[config.mk]
export PLATFORM = sky130hd
export DESIGN_NAME = mcu_exec
export DESIGN_NICKNAME = d
export VERILOG_FILES = /design/src/exec_pkg.sv /design/src/mcu_exec.sv
export SDC_FILE = /design/constraint.sdc
export NUM_CORES = 1
export LEC_CHECK = 0
export BUFFER_PORTS_ARGS = -buffer_cell sky130_fd_sc_hd__buf_2
export CAP_MARGIN = 20
export CORE_UTILIZATION = 44
export CTS_CLUSTER_SIZE = 8
export DETAILED_ROUTE_END_ITERATION = 8
export PLACE_DENSITY_LB_ADDON = 0.05
export SETUP_SLACK_MARGIN = 0.4
export SLEW_MARGIN = 30
export SYNTH_ARGS = -nofsm -noshare
export SYNTH_HDL_FRONTEND = slang
export SYNTH_SLANG_ARGS = --single-unit
[constraint.sdc]
create_clock -name mclk -period 11.6 [get_ports mclk]
set_input_delay 1.16 -clock mclk [delete_from_list [all_inputs] [get_ports mclk]]
set_output_delay 1.16 -clock mclk [all_outputs]
set_load 0.1 [all_outputs]
[src/exec_pkg.sv]
// Package with opcodes, operand carriers, flag layout and register map of the execute unit.
package exec_pkg;

   localparam int DATA_W = 8;
   localparam int PC_W = 16;
   localparam int TARGET_W = 14;
   localparam int AXI_AW = 8;
   localparam int AXI_DW = 32;

   // Program flag layout.
   localparam int FLAG_ZERO = 0;
   localparam int FLAG_DIGIT = 1;
   localparam int FLAG_CARRY = 2;
   localparam int FLAG_POWERDOWN = 6;
   localparam int FLAG_TIMEOUT = 7;
   localparam logic [7:0] CONTEXT_MASK = 8'h3F;
   localparam logic [7:0] FLAG_RESET = 8'h00;

   // Register byte offsets.
   localparam logic [AXI_AW-1:0] CTRL_OFFSET = 8'h00;
   localparam logic [AXI_AW-1:0] STATE_OFFSET = 8'h04;
   localparam logic [AXI_AW-1:0] PC_OFFSET = 8'h08;
   localparam logic [AXI_AW-1:0] COUNT_OFFSET = 8'h0C;

   // Control register fields.
   localparam int CTRL_PAGE_LSB = 0;
   localparam int CTRL_GIE_BIT = 2;
   localparam logic [1:0] PAGE_RESET = 2'h0;

   localparam logic [1:0] RESP_OKAY = 2'h0;
   localparam logic [1:0] RESP_SLVERR = 2'h2;

   localparam logic [PC_W-1:0] PC_RESET = 16'h0000;
   localparam logic [PC_W-1:0] PC_STEP = 16'h0001;
   localparam logic [PC_W-1:0] PC_SKIP = 16'h0002;
   localparam logic [7:0] BYTE_ONE = 8'h01;
   localparam logic [7:0] BYTE_ZERO = 8'h00;

   typedef enum logic [5:0] {
      op_and_acc_mem = 6'h00, op_and_mem_acc = 6'h01, op_and_acc_imm = 6'h02,
      op_or_acc_mem = 6'h03, op_or_mem_acc = 6'h04, op_or_acc_imm = 6'h05,
      op_xor_acc_mem = 6'h06, op_xor_mem_acc = 6'h07, op_xor_acc_imm = 6'h08,
      op_nibble_exchange = 6'h09, op_nibble_exchange_in_place = 6'h0A,
      op_rotate_right_carry = 6'h0B, op_rotate_right_in_place = 6'h0C,
      op_rotate_left_carry = 6'h0D, op_rotate_left_in_place = 6'h0E,
      op_clear_mem = 6'h0F, op_bit_clear_op = 6'h10, op_bit_set_op = 6'h11,
      op_bank_zero_bit_clear = 6'h12, op_bank_zero_bit_set = 6'h13,
      op_compare_skip_imm = 6'h14, op_compare_skip_mem = 6'h15,
      op_increment_to_acc_skip = 6'h16, op_increment_in_place_skip = 6'h17,
      op_decrement_to_acc_skip = 6'h18, op_decrement_in_place_skip = 6'h19,
      op_skip_if_bit_low = 6'h1A, op_skip_if_bit_high = 6'h1B,
      op_bank_zero_skip_if_low = 6'h1C, op_bank_zero_skip_if_high = 6'h1D,
      op_jump = 6'h1E, op_call = 6'h1F, op_return = 6'h20,
      op_interrupt_return = 6'h21, op_context_save = 6'h22,
      op_context_restore = 6'h23, op_no_operation = 6'h24
   } op_e;

   typedef struct packed {
      op_e op;
      logic [7:0] addr;
      logic [2:0] bitsel;
      logic [7:0] imm;
      logic [7:0] operand;
      logic sysreg;
      logic [TARGET_W-1:0] target;
   } instr_s;

   typedef struct packed {
      logic bank0;
      logic [7:0] addr;
      logic [7:0] data;
   } wback_s;

   typedef enum logic [0:0] {
      st_ready = 1'b0,
      st_stall = 1'b1
   } exec_state_e;

endpackage

[src/mcu_exec.sv]
// Execute unit for logic, rotate, bit, skip, branch and context instructions.
//
// Behaviour
// - RAM write-back adds a cycle, except for clear; system registers add none.
// - A taken skip adds a cycle.
// - AND with memory or immediate; zero updated, carries kept.
// - OR with memory or immediate; carries kept.
// - XOR with memory or immediate; zero updated, carries kept.
// - Nibble swap of memory into accumulator, one cycle, flags kept.
// - Nibble swap of memory in place, flags kept.
// - Bit clear and set touch one bit, flags kept.
// - Compare memory sets zero and carry, skips when equal.
// - Increment to accumulator, skip on zero, flags kept.
// - Increment in place, skip on zero, flags kept.
// - Decrement to accumulator, skip on zero, flags kept.
// - Decrement in place, skip on zero.
// - Bit test skips when the bit equals the opcode's value.
// - Bank zero bit forms address bank zero.
// - Jump takes two cycles; page bits fill counter bits 15-14.
// - Call pushes the counter plus one, then jumps; two cycles.
// - Returns pop the counter in two cycles; interrupt return sets enable.
// - Context save copies accumulator and flags, status bits excluded.
// - Context restore reloads them, status bits kept.
//
// Our own choices: register access over AXI4-Lite and the register addresses.
`timescale 1ns/100ps
`default_nettype none

module mcu_exec
   import exec_pkg::*;
#(
   parameter int STACK_DEPTH = 8
) (
   // Clock and reset.
   input wire logic mclk,
   input wire logic reset,
   // Instruction stream.
   input wire logic instr_valid,
   input wire instr_s instr,
   output logic instr_ready,
   // Data memory write-back.
   output logic wb_valid,
   output wback_s wb,
   // Core state.
   output logic [7:0] accumulator_reg,
   output logic [7:0] program_flag_reg,
   output logic [PC_W-1:0] pc,
   output logic skip_pulse,
   output logic gie,
   // Status bits kept by the reset and watchdog logic.
   input wire logic timeout_status_bit,
   input wire logic powerdown_status_bit,
   // AXI4-Lite slave.
   input wire logic [AXI_AW-1:0] s_axi_awaddr,
   input wire logic s_axi_awvalid,
   output logic s_axi_awready,
   input wire logic [AXI_DW-1:0] s_axi_wdata,
   input wire logic [3:0] s_axi_wstrb,
   input wire logic s_axi_wvalid,
   output logic s_axi_wready,
   output logic [1:0] s_axi_bresp,
   output logic s_axi_bvalid,
   input wire logic s_axi_bready,
   input wire logic [AXI_AW-1:0] s_axi_araddr,
   input wire logic s_axi_arvalid,
   output logic s_axi_arready,
   output logic [AXI_DW-1:0] s_axi_rdata,
   output logic [1:0] s_axi_rresp,
   output logic s_axi_rvalid,
   input wire logic s_axi_rready
);

   localparam int SP_W = $clog2(STACK_DEPTH);

   exec_state_e state_reg, state_next;
   logic [1:0] stall_reg, stall_next;
   logic [7:0] acc_next, flag_next, result;
   logic [7:0] save_acc_reg, save_flag_reg;
   logic [PC_W-1:0] pc_next, push_value;
   logic [PC_W-1:0] stack_mem [STACK_DEPTH];
   logic [SP_W-1:0] sp_reg;
   logic [1:0] page_reg;
   logic [31:0] count_reg;
   logic mem_write, do_skip, do_branch, do_push, do_pop, do_interrupt_return, do_save;

   // Operand helpers.
   wire logic take = instr_valid && instr_ready;
   wire logic [7:0] opnd = instr.operand;
   wire logic [7:0] and_v = accumulator_reg & opnd;
   wire logic [7:0] or_v = accumulator_reg | opnd;
   wire logic [7:0] xor_v = accumulator_reg ^ opnd;
   wire logic [7:0] and_i = accumulator_reg & instr.imm;
   wire logic [7:0] or_i = accumulator_reg | instr.imm;
   wire logic [7:0] xor_i = accumulator_reg ^ instr.imm;
   wire logic [7:0] swap_v = {opnd[3:0], opnd[7:4]};
   wire logic carry_in = program_flag_reg[FLAG_CARRY];
   wire logic [7:0] rrc_v = {carry_in, opnd[7:1]};
   wire logic [7:0] rlc_v = {opnd[6:0], carry_in};
   wire logic [7:0] bit_mask = BYTE_ONE << instr.bitsel;
   wire logic sel_bit = opnd[instr.bitsel];
   wire logic [7:0] inc_v = opnd + BYTE_ONE;
   wire logic [7:0] dec_v = opnd - BYTE_ONE;
   wire logic [8:0] cmp_i = {1'b0, accumulator_reg} - {1'b0, instr.imm};
   wire logic [8:0] cmp_m = {1'b0, accumulator_reg} - {1'b0, opnd};
   wire logic [PC_W-1:0] jump_pc = {page_reg, instr.target};
   wire logic [SP_W-1:0] sp_top = sp_reg - SP_W'(1);
   wire logic ram_cost = mem_write && !instr.sysreg && (instr.op != op_clear_mem);
   wire logic bank0_form = instr.op inside {op_bank_zero_bit_clear, op_bank_zero_bit_set,
      op_bank_zero_skip_if_low, op_bank_zero_skip_if_high};

   // Datapath and decode of the instruction offered this cycle.
   always_comb begin
      acc_next = accumulator_reg;
      flag_next = program_flag_reg;
      result = opnd;
      mem_write = 1'b0;
      do_skip = 1'b0;
      do_branch = 1'b0;
      do_push = 1'b0;
      do_pop = 1'b0;
      do_interrupt_return = 1'b0;
      do_save = 1'b0;
      unique case (instr.op)
         op_and_acc_mem: begin
            acc_next = and_v;
            flag_next[FLAG_ZERO] = (and_v == BYTE_ZERO);
         end
         op_and_mem_acc: begin
            result = and_v;
            mem_write = 1'b1;
            flag_next[FLAG_ZERO] = (and_v == BYTE_ZERO);
         end
         op_and_acc_imm: begin
            acc_next = and_i;
            flag_next[FLAG_ZERO] = (and_i == BYTE_ZERO);
         end
         op_or_acc_mem: begin
            acc_next = or_v;
            flag_next[FLAG_ZERO] = (or_v == BYTE_ZERO);
         end
         op_or_mem_acc: begin
            result = or_v;
            mem_write = 1'b1;
            flag_next[FLAG_ZERO] = (or_v == BYTE_ZERO);
         end
         op_or_acc_imm: begin
            acc_next = or_i;
            flag_next[FLAG_ZERO] = (or_i == BYTE_ZERO);
         end
         op_xor_acc_mem: begin
            acc_next = xor_v;
            flag_next[FLAG_ZERO] = (xor_v == BYTE_ZERO);
         end
         op_xor_mem_acc: begin
            result = xor_v;
            mem_write = 1'b1;
            flag_next[FLAG_ZERO] = (xor_v == BYTE_ZERO);
         end
         op_xor_acc_imm: begin
            acc_next = xor_i;
            flag_next[FLAG_ZERO] = (xor_i == BYTE_ZERO);
         end
         op_nibble_exchange: acc_next = swap_v;
         op_nibble_exchange_in_place: begin
            result = swap_v;
            mem_write = 1'b1;
         end
         op_rotate_right_carry: begin
            acc_next = rrc_v;
            flag_next[FLAG_CARRY] = opnd[0];
         end
         op_rotate_right_in_place: begin
            result = rrc_v;
            mem_write = 1'b1;
            flag_next[FLAG_CARRY] = opnd[0];
         end
         op_rotate_left_carry: begin
            acc_next = rlc_v;
            flag_next[FLAG_CARRY] = opnd[7];
         end
         op_rotate_left_in_place: begin
            result = rlc_v;
            mem_write = 1'b1;
            flag_next[FLAG_CARRY] = opnd[7];
         end
         op_clear_mem: begin
            // A clear always finishes in one cycle, whatever the operand is.
            result = BYTE_ZERO;
            mem_write = 1'b1;
         end
         op_bit_clear_op, op_bank_zero_bit_clear: begin
            result = opnd & ~bit_mask;
            mem_write = 1'b1;
         end
         op_bit_set_op, op_bank_zero_bit_set: begin
            result = opnd | bit_mask;
            mem_write = 1'b1;
         end
         op_compare_skip_imm: begin
            flag_next[FLAG_ZERO] = (cmp_i[7:0] == BYTE_ZERO);
            flag_next[FLAG_CARRY] = !cmp_i[8];
            do_skip = (cmp_i[7:0] == BYTE_ZERO);
         end
         op_compare_skip_mem: begin
            flag_next[FLAG_ZERO] = (cmp_m[7:0] == BYTE_ZERO);
            flag_next[FLAG_CARRY] = !cmp_m[8];
            do_skip = (cmp_m[7:0] == BYTE_ZERO);
         end
         op_increment_to_acc_skip: begin
            acc_next = inc_v;
            do_skip = (inc_v == BYTE_ZERO);
         end
         op_increment_in_place_skip: begin
            result = inc_v;
            mem_write = 1'b1;
            do_skip = (inc_v == BYTE_ZERO);
         end
         op_decrement_to_acc_skip: begin
            acc_next = dec_v;
            do_skip = (dec_v == BYTE_ZERO);
         end
         op_decrement_in_place_skip: begin
            result = dec_v;
            mem_write = 1'b1;
            do_skip = (dec_v == BYTE_ZERO);
         end
         op_skip_if_bit_low, op_bank_zero_skip_if_low: do_skip = !sel_bit;
         op_skip_if_bit_high, op_bank_zero_skip_if_high: do_skip = sel_bit;
         op_jump: do_branch = 1'b1;
         op_call: begin
            do_branch = 1'b1;
            do_push = 1'b1;
         end
         op_return: do_pop = 1'b1;
         op_interrupt_return: begin
            do_pop = 1'b1;
            do_interrupt_return = 1'b1;
         end
         op_context_save: do_save = 1'b1;
         op_context_restore: begin
            acc_next = save_acc_reg;
            flag_next = (save_flag_reg & CONTEXT_MASK) |
               (program_flag_reg & ~CONTEXT_MASK);
         end
         op_no_operation: acc_next = accumulator_reg;
         default: acc_next = accumulator_reg;
      endcase
   end

   // Counter selection and stall cycles beyond the first.
   assign push_value = pc + PC_STEP;
   assign pc_next = do_branch ? jump_pc :
      do_pop ? stack_mem[sp_top] :
      do_skip ? pc + PC_SKIP : pc + PC_STEP;
   assign stall_next = take ? ({1'b0, ram_cost} + {1'b0, do_skip} +
      {1'b0, do_branch | do_pop}) :
      (stall_reg != 2'h0) ? stall_reg - 2'h1 : 2'h0;
   assign state_next = (stall_next != 2'h0) ? st_stall : st_ready;

   always_ff @(posedge mclk or posedge reset) begin
      if (reset) begin
         state_reg <= st_ready;
         stall_reg <= 2'h0;
         instr_ready <= 1'b1;
      end else begin
         state_reg <= state_next;
         stall_reg <= stall_next;
         instr_ready <= (state_next == st_ready);
      end
   end

   // Architectural state; the status bits always follow their owners.
   always_ff @(posedge mclk or posedge reset) begin
      if (reset) begin
         accumulator_reg <= BYTE_ZERO;
         program_flag_reg <= FLAG_RESET;
         pc <= PC_RESET;
         sp_reg <= '0;
         save_acc_reg <= BYTE_ZERO;
         save_flag_reg <= FLAG_RESET;
         wb_valid <= 1'b0;
         wb <= '0;
         skip_pulse <= 1'b0;
         count_reg <= '0;
      end else begin
         wb_valid <= take && mem_write;
         skip_pulse <= take && do_skip;
         if (take) begin
            accumulator_reg <= acc_next;
            pc <= pc_next;
            count_reg <= count_reg + 32'h1;
            wb <= '{bank0: bank0_form, addr: instr.addr, data: result};
            if (do_push) begin
               sp_reg <= sp_reg + SP_W'(1);
            end else if (do_pop) begin
               sp_reg <= sp_top;
            end
            if (do_save) begin
               save_acc_reg <= accumulator_reg;
               save_flag_reg <= program_flag_reg & CONTEXT_MASK;
            end
         end
         program_flag_reg <= take ? flag_next : program_flag_reg;
         program_flag_reg[FLAG_TIMEOUT] <= timeout_status_bit;
         program_flag_reg[FLAG_POWERDOWN] <= powerdown_status_bit;
      end
   end

   // The return stack is plain storage and needs no reset.
   always_ff @(posedge mclk) begin
      if (take && do_push) begin
         stack_mem[sp_reg] <= push_value;
      end
   end

   // Register bus: write channel, address and data taken together.
   wire logic wr_go = s_axi_awvalid && s_axi_wvalid && !s_axi_awready && !s_axi_bvalid;
   wire logic wr_ctrl = s_axi_awready && (s_axi_awaddr == CTRL_OFFSET) && s_axi_wstrb[0];
   wire logic wr_hit = (s_axi_awaddr == CTRL_OFFSET) || (s_axi_awaddr == STATE_OFFSET) ||
      (s_axi_awaddr == PC_OFFSET) || (s_axi_awaddr == COUNT_OFFSET);
   wire logic rd_go = s_axi_arvalid && !s_axi_arready && !s_axi_rvalid;
   wire logic [AXI_DW-1:0] ctrl_word = {29'h0, gie, page_reg};
   wire logic [AXI_DW-1:0] state_word = {16'h0, program_flag_reg, accumulator_reg};
   wire logic [AXI_DW-1:0] pc_word = {{(AXI_DW-PC_W-SP_W){1'b0}}, sp_reg, pc};
   wire logic rd_hit = (s_axi_araddr == CTRL_OFFSET) || (s_axi_araddr == STATE_OFFSET) ||
      (s_axi_araddr == PC_OFFSET) || (s_axi_araddr == COUNT_OFFSET);
   wire logic [AXI_DW-1:0] rd_word = (s_axi_araddr == CTRL_OFFSET) ? ctrl_word :
      (s_axi_araddr == STATE_OFFSET) ? state_word :
      (s_axi_araddr == PC_OFFSET) ? pc_word :
      (s_axi_araddr == COUNT_OFFSET) ? count_reg : '0;
   // Interrupt return wins over a software clear in the same cycle.
   wire logic gie_next = (take && do_interrupt_return) ? 1'b1 :
      wr_ctrl ? s_axi_wdata[CTRL_GIE_BIT] : gie;

   always_ff @(posedge mclk or posedge reset) begin
      if (reset) begin
         s_axi_awready <= 1'b0;
         s_axi_wready <= 1'b0;
         s_axi_bvalid <= 1'b0;
         s_axi_bresp <= RESP_OKAY;
         page_reg <= PAGE_RESET;
         gie <= 1'b0;
      end else begin
         s_axi_awready <= wr_go;
         s_axi_wready <= wr_go;
         gie <= gie_next;
         if (wr_ctrl) begin
            page_reg <= s_axi_wdata[CTRL_PAGE_LSB +: 2];
         end
         if (s_axi_awready) begin
            s_axi_bvalid <= 1'b1;
            s_axi_bresp <= wr_hit ? RESP_OKAY : RESP_SLVERR;
         end else if (s_axi_bready) begin
            s_axi_bvalid <= 1'b0;
         end
      end
   end

   always_ff @(posedge mclk or posedge reset) begin
      if (reset) begin
         s_axi_arready <= 1'b0;
         s_axi_rvalid <= 1'b0;
         s_axi_rdata <= '0;
         s_axi_rresp <= RESP_OKAY;
      end else begin
         s_axi_arready <= rd_go;
         if (s_axi_arready) begin
            s_axi_rvalid <= 1'b1;
            s_axi_rdata <= rd_word;
            s_axi_rresp <= rd_hit ? RESP_OKAY : RESP_SLVERR;
         end else if (s_axi_rready) begin
            s_axi_rvalid <= 1'b0;
         end
      end
   end

endmodule // mcu_exec

`default_nettype wire

==> impl_metrics.py <==
metrics = {
    "sta": {
        "tightest_slew_ns": 1.04,
        "timing.setup.tns_ns": 0,
        "fin_crit_sh_pct": 38.4,
        "max-slew-margin-rel_pct": 29.1,
        "finalHoldViolCount": 0,
        "setup_violations": 0,
        "min_period_ns": 4.46,
        "fin_skew_ns": 0.0200,
        "slew_violations": 0,
        "rsz0062_at_grt": "no",
        "clock.fmax_mhz": 224,
    },
    "power": {
        "powerDensity_mw_per_mm2": 213,
        "p_leak_nw": 7.17,
        "ir_drop_mv": 0.173,
    },
    "clock_network": {
        "cts_tree": "done",
        "h-tree-depth": 2,
        "cts_root_buf": "clkbuf_16",
        "clk_pin_slew_ns": 0.05,
        "holdBufCountCts": 0,
        "postCtsSetupBuffers": 0,
        "clock_latency_ns": 0.54,
        "numCtsBuffers": 40,
        "cts.sinks": 272,
        "clockBufferDepth": 3,
        "cts_resized": 0,
    },
    "global_routing": {
        "grt_start_max_net_pins": 93,
        "grt-ovfl-total": 0,
        "grt_usage_pct": 27.5,
        "grt_pass1_wl_um": 73500,
        "grt_pass1_vias": 11580,
        "grt_antenna_before_repair": 1,
    },
    "worst_setup_path": {
        "critPathKind": "input pin to flip-flop",
        "end_kind": "flip-flop",
        "rrSetupSlack_ns": 7.34,
        "cp.required_ns": 12.07,
        "arrival_ns": 4.93,
        "cp-start-kind": "input pin",
        "cp_max_fo": 19,
    },
    "place": {
        "dp.cells": 1918,
        "gp_congestion": 0.970,
        "hpwl_um": 32700,
        "port-buffer-count": 169,
    },
    "route": {
        "first_pass_iters": 6,
        "antenna_left": 0,
        "vias": 11988,
        "wl_per_cell_um": 24.3,
        "via_per_inst": 6.03,
        "totalWireLength_um": 48200,
        "drcViolationCount": 0,
        "first_iter_violations": 1489,
    },
    "logic_synthesis": {
        "synth_top_area_share_pct": 25.4,
        "synth_edf_count": 128,
        "post-synth-top-count-cell": "dfrtp_1",
        "yosysWarnings": 0,
        "ys_ff_latch": 272,
        "syn_area_sq_mm": 0.0151,
        "synthTopCellsByArea": "edfxtp_1 (25%), dfrtp_1 (24%), mux4_2 (5.2%), ha_1 (4.6%), nand2_1 (3.2%)",
        "synthCells": 1366,
        "avgSynthCellArea_sq_um": 11.1,
        "seq_area_frac_synth_pct": 49.3,
        "synthDistinctLibCells": 93,
        "async_flop_share_pct": 52.9,
        "yosys-top-cells-count": "dfrtp_1 (143), edfxtp_1 (128), nand2_1 (128), nor2_1 (101)",
        "synthFlopType": "dfrtp_1",
        "yosysTopAreaCell": "edfxtp_1",
    },
    "die": {
        "fp.dieArea_sq_mm": 0.0351,
        "dieWidth_um": 187,
        "fp-row-count": 67,
        "coreArea_sq_mm": 0.0337,
        "dieHeight_um": 187,
        "initial_core_util_pct": 44.8,
        "ioPinCount": 204,
    },
    "finish": {
        "drive_above_1_share_pct": 20.9,
        "largest_reg_flops": 128,
        "nNetsFinal": 1682,
        "final_cells": 1987,
        "syn_to_final_growth_pct": 16.0,
    },
    "run": {
        "cap_violations": 0,
    },
    "run_status": {
        "outcome": "finished, final reports clean",
    },
    "hold_path": {
        "hold_path_class": "flip-flop to flip-flop",
    },
}
critical path, stage by stage:
cell	delay (ns)
buf_2	0.36
inv_1	0.23
ha_1	0.48
or3_1	0.44
a311oi_1	0.28
a41oi_1	0.09
a2111o_1	0.43
o32a_1	0.49
nand2_4	0.27
fa_1	0.43
nand2_1	0.07
nand2_1	0.07
nor2_1	0.10
layer usage:
metal | GRT usage, % | share of wire (%)
met1 | 39.5 | 44
met2 | 43.3 | 46
met3 | 3.53 | 6.3
met4 | 8.54 | 3.0
met5 | 0 | 0
final timing paths:
check                                                     from  cells after the start                          end
worst max-delay path                                 instr[18]                     13        instr_ready$_DFF_PP1_
worst min-delay path                  s_axi_bvalid$_DFFE_PP0P_                      1       s_axi_wready$_DFF_PP0_
worst max register to register  accumulator_reg[0]$_DFFE_PP0P_                     13        instr_ready$_DFF_PP1_
worst min register to register        s_axi_bvalid$_DFFE_PP0P_                      1       s_axi_wready$_DFF_PP0_
max in group asynchronous                                reset                      4        sp_reg[0]$_DFFE_PP0P_
min in group asynchronous                                reset                      2  save_acc_reg[3]$_DFFE_PP0P_
area by class of cell:
cell class                      instances  area (sq um)
Clock buffer                           64          1100
Fill cell                            3097         16200
Multi-Input combinational cell        961          7130
Tap cell                              448           561
Antenna cell                            1          2.50
Sequential cell                       272          7450
Inverter                               50           195
Timing Repair Buffer                  188          1010
Clock inverter                          3          80.1
kinds of logic (layout without fill, tap and decap cells):
group / after synthesis / after routing / share of synthesized area (%)
and+or+nand+nor: 432 / 432 / 14.1
AOI/OAI and AO/OA: 314 / 314 / 15.0
DFF: 272 / 272 / 49.3
buffers and inverters: 134 / 305 / 3.74
muxes: 85 / 85 / 8.75
xor gates and xnor gates: 69 / 69 / 4.00
adders and majority gates: 59 / 59 / 5.03
other: 1 / 3 / 0.0248
metrics by stage:
step                      utilization [%]  setup WS, ns  hold slack (ns)  cell area [sq um]  total power, mW
final                                52.0          7.14            0.459              17500             3.74
after global routing                 52.0          7.10            0.481              17500             3.89
after CTS                            51.9          7.23            0.461              17500             3.76
after detailed placement             48.4          6.72            0.453              16300             2.64
after global placement               48.4          6.73            0.443              16300             2.64
after floorplan                         -          6.58            0.442              15100             2.27
cell usage in the layout, fill, tap and decap left out, types with 24 or more instances in the layout:
cell	netlist	routed
buf_2	20	169
dfrtp_1	143	142
edfxtp_1	128	128
nand2_1	128	127
nor2_1	101	99
a21oi_1	56	56
ha_1	56	56
xnor2_1	53	53
o21ai_0	51	51
inv_1	48	47
nand3_1	43	43
clkbuf_16	0	40
mux4_2	35	35
a22oi_1	26	26
mux2_2	25	25
and3_1	24	24
a221oi_1	24	24
nor3_1	26	24
power breakdown:
part | switching [mW] | internal (mW)
sequential | 0.160 | 1.14
clock | 0.434 | 0.671
combinational | 0.912 | 0.422
Note: power is estimated with default switching activity, not from simulation.
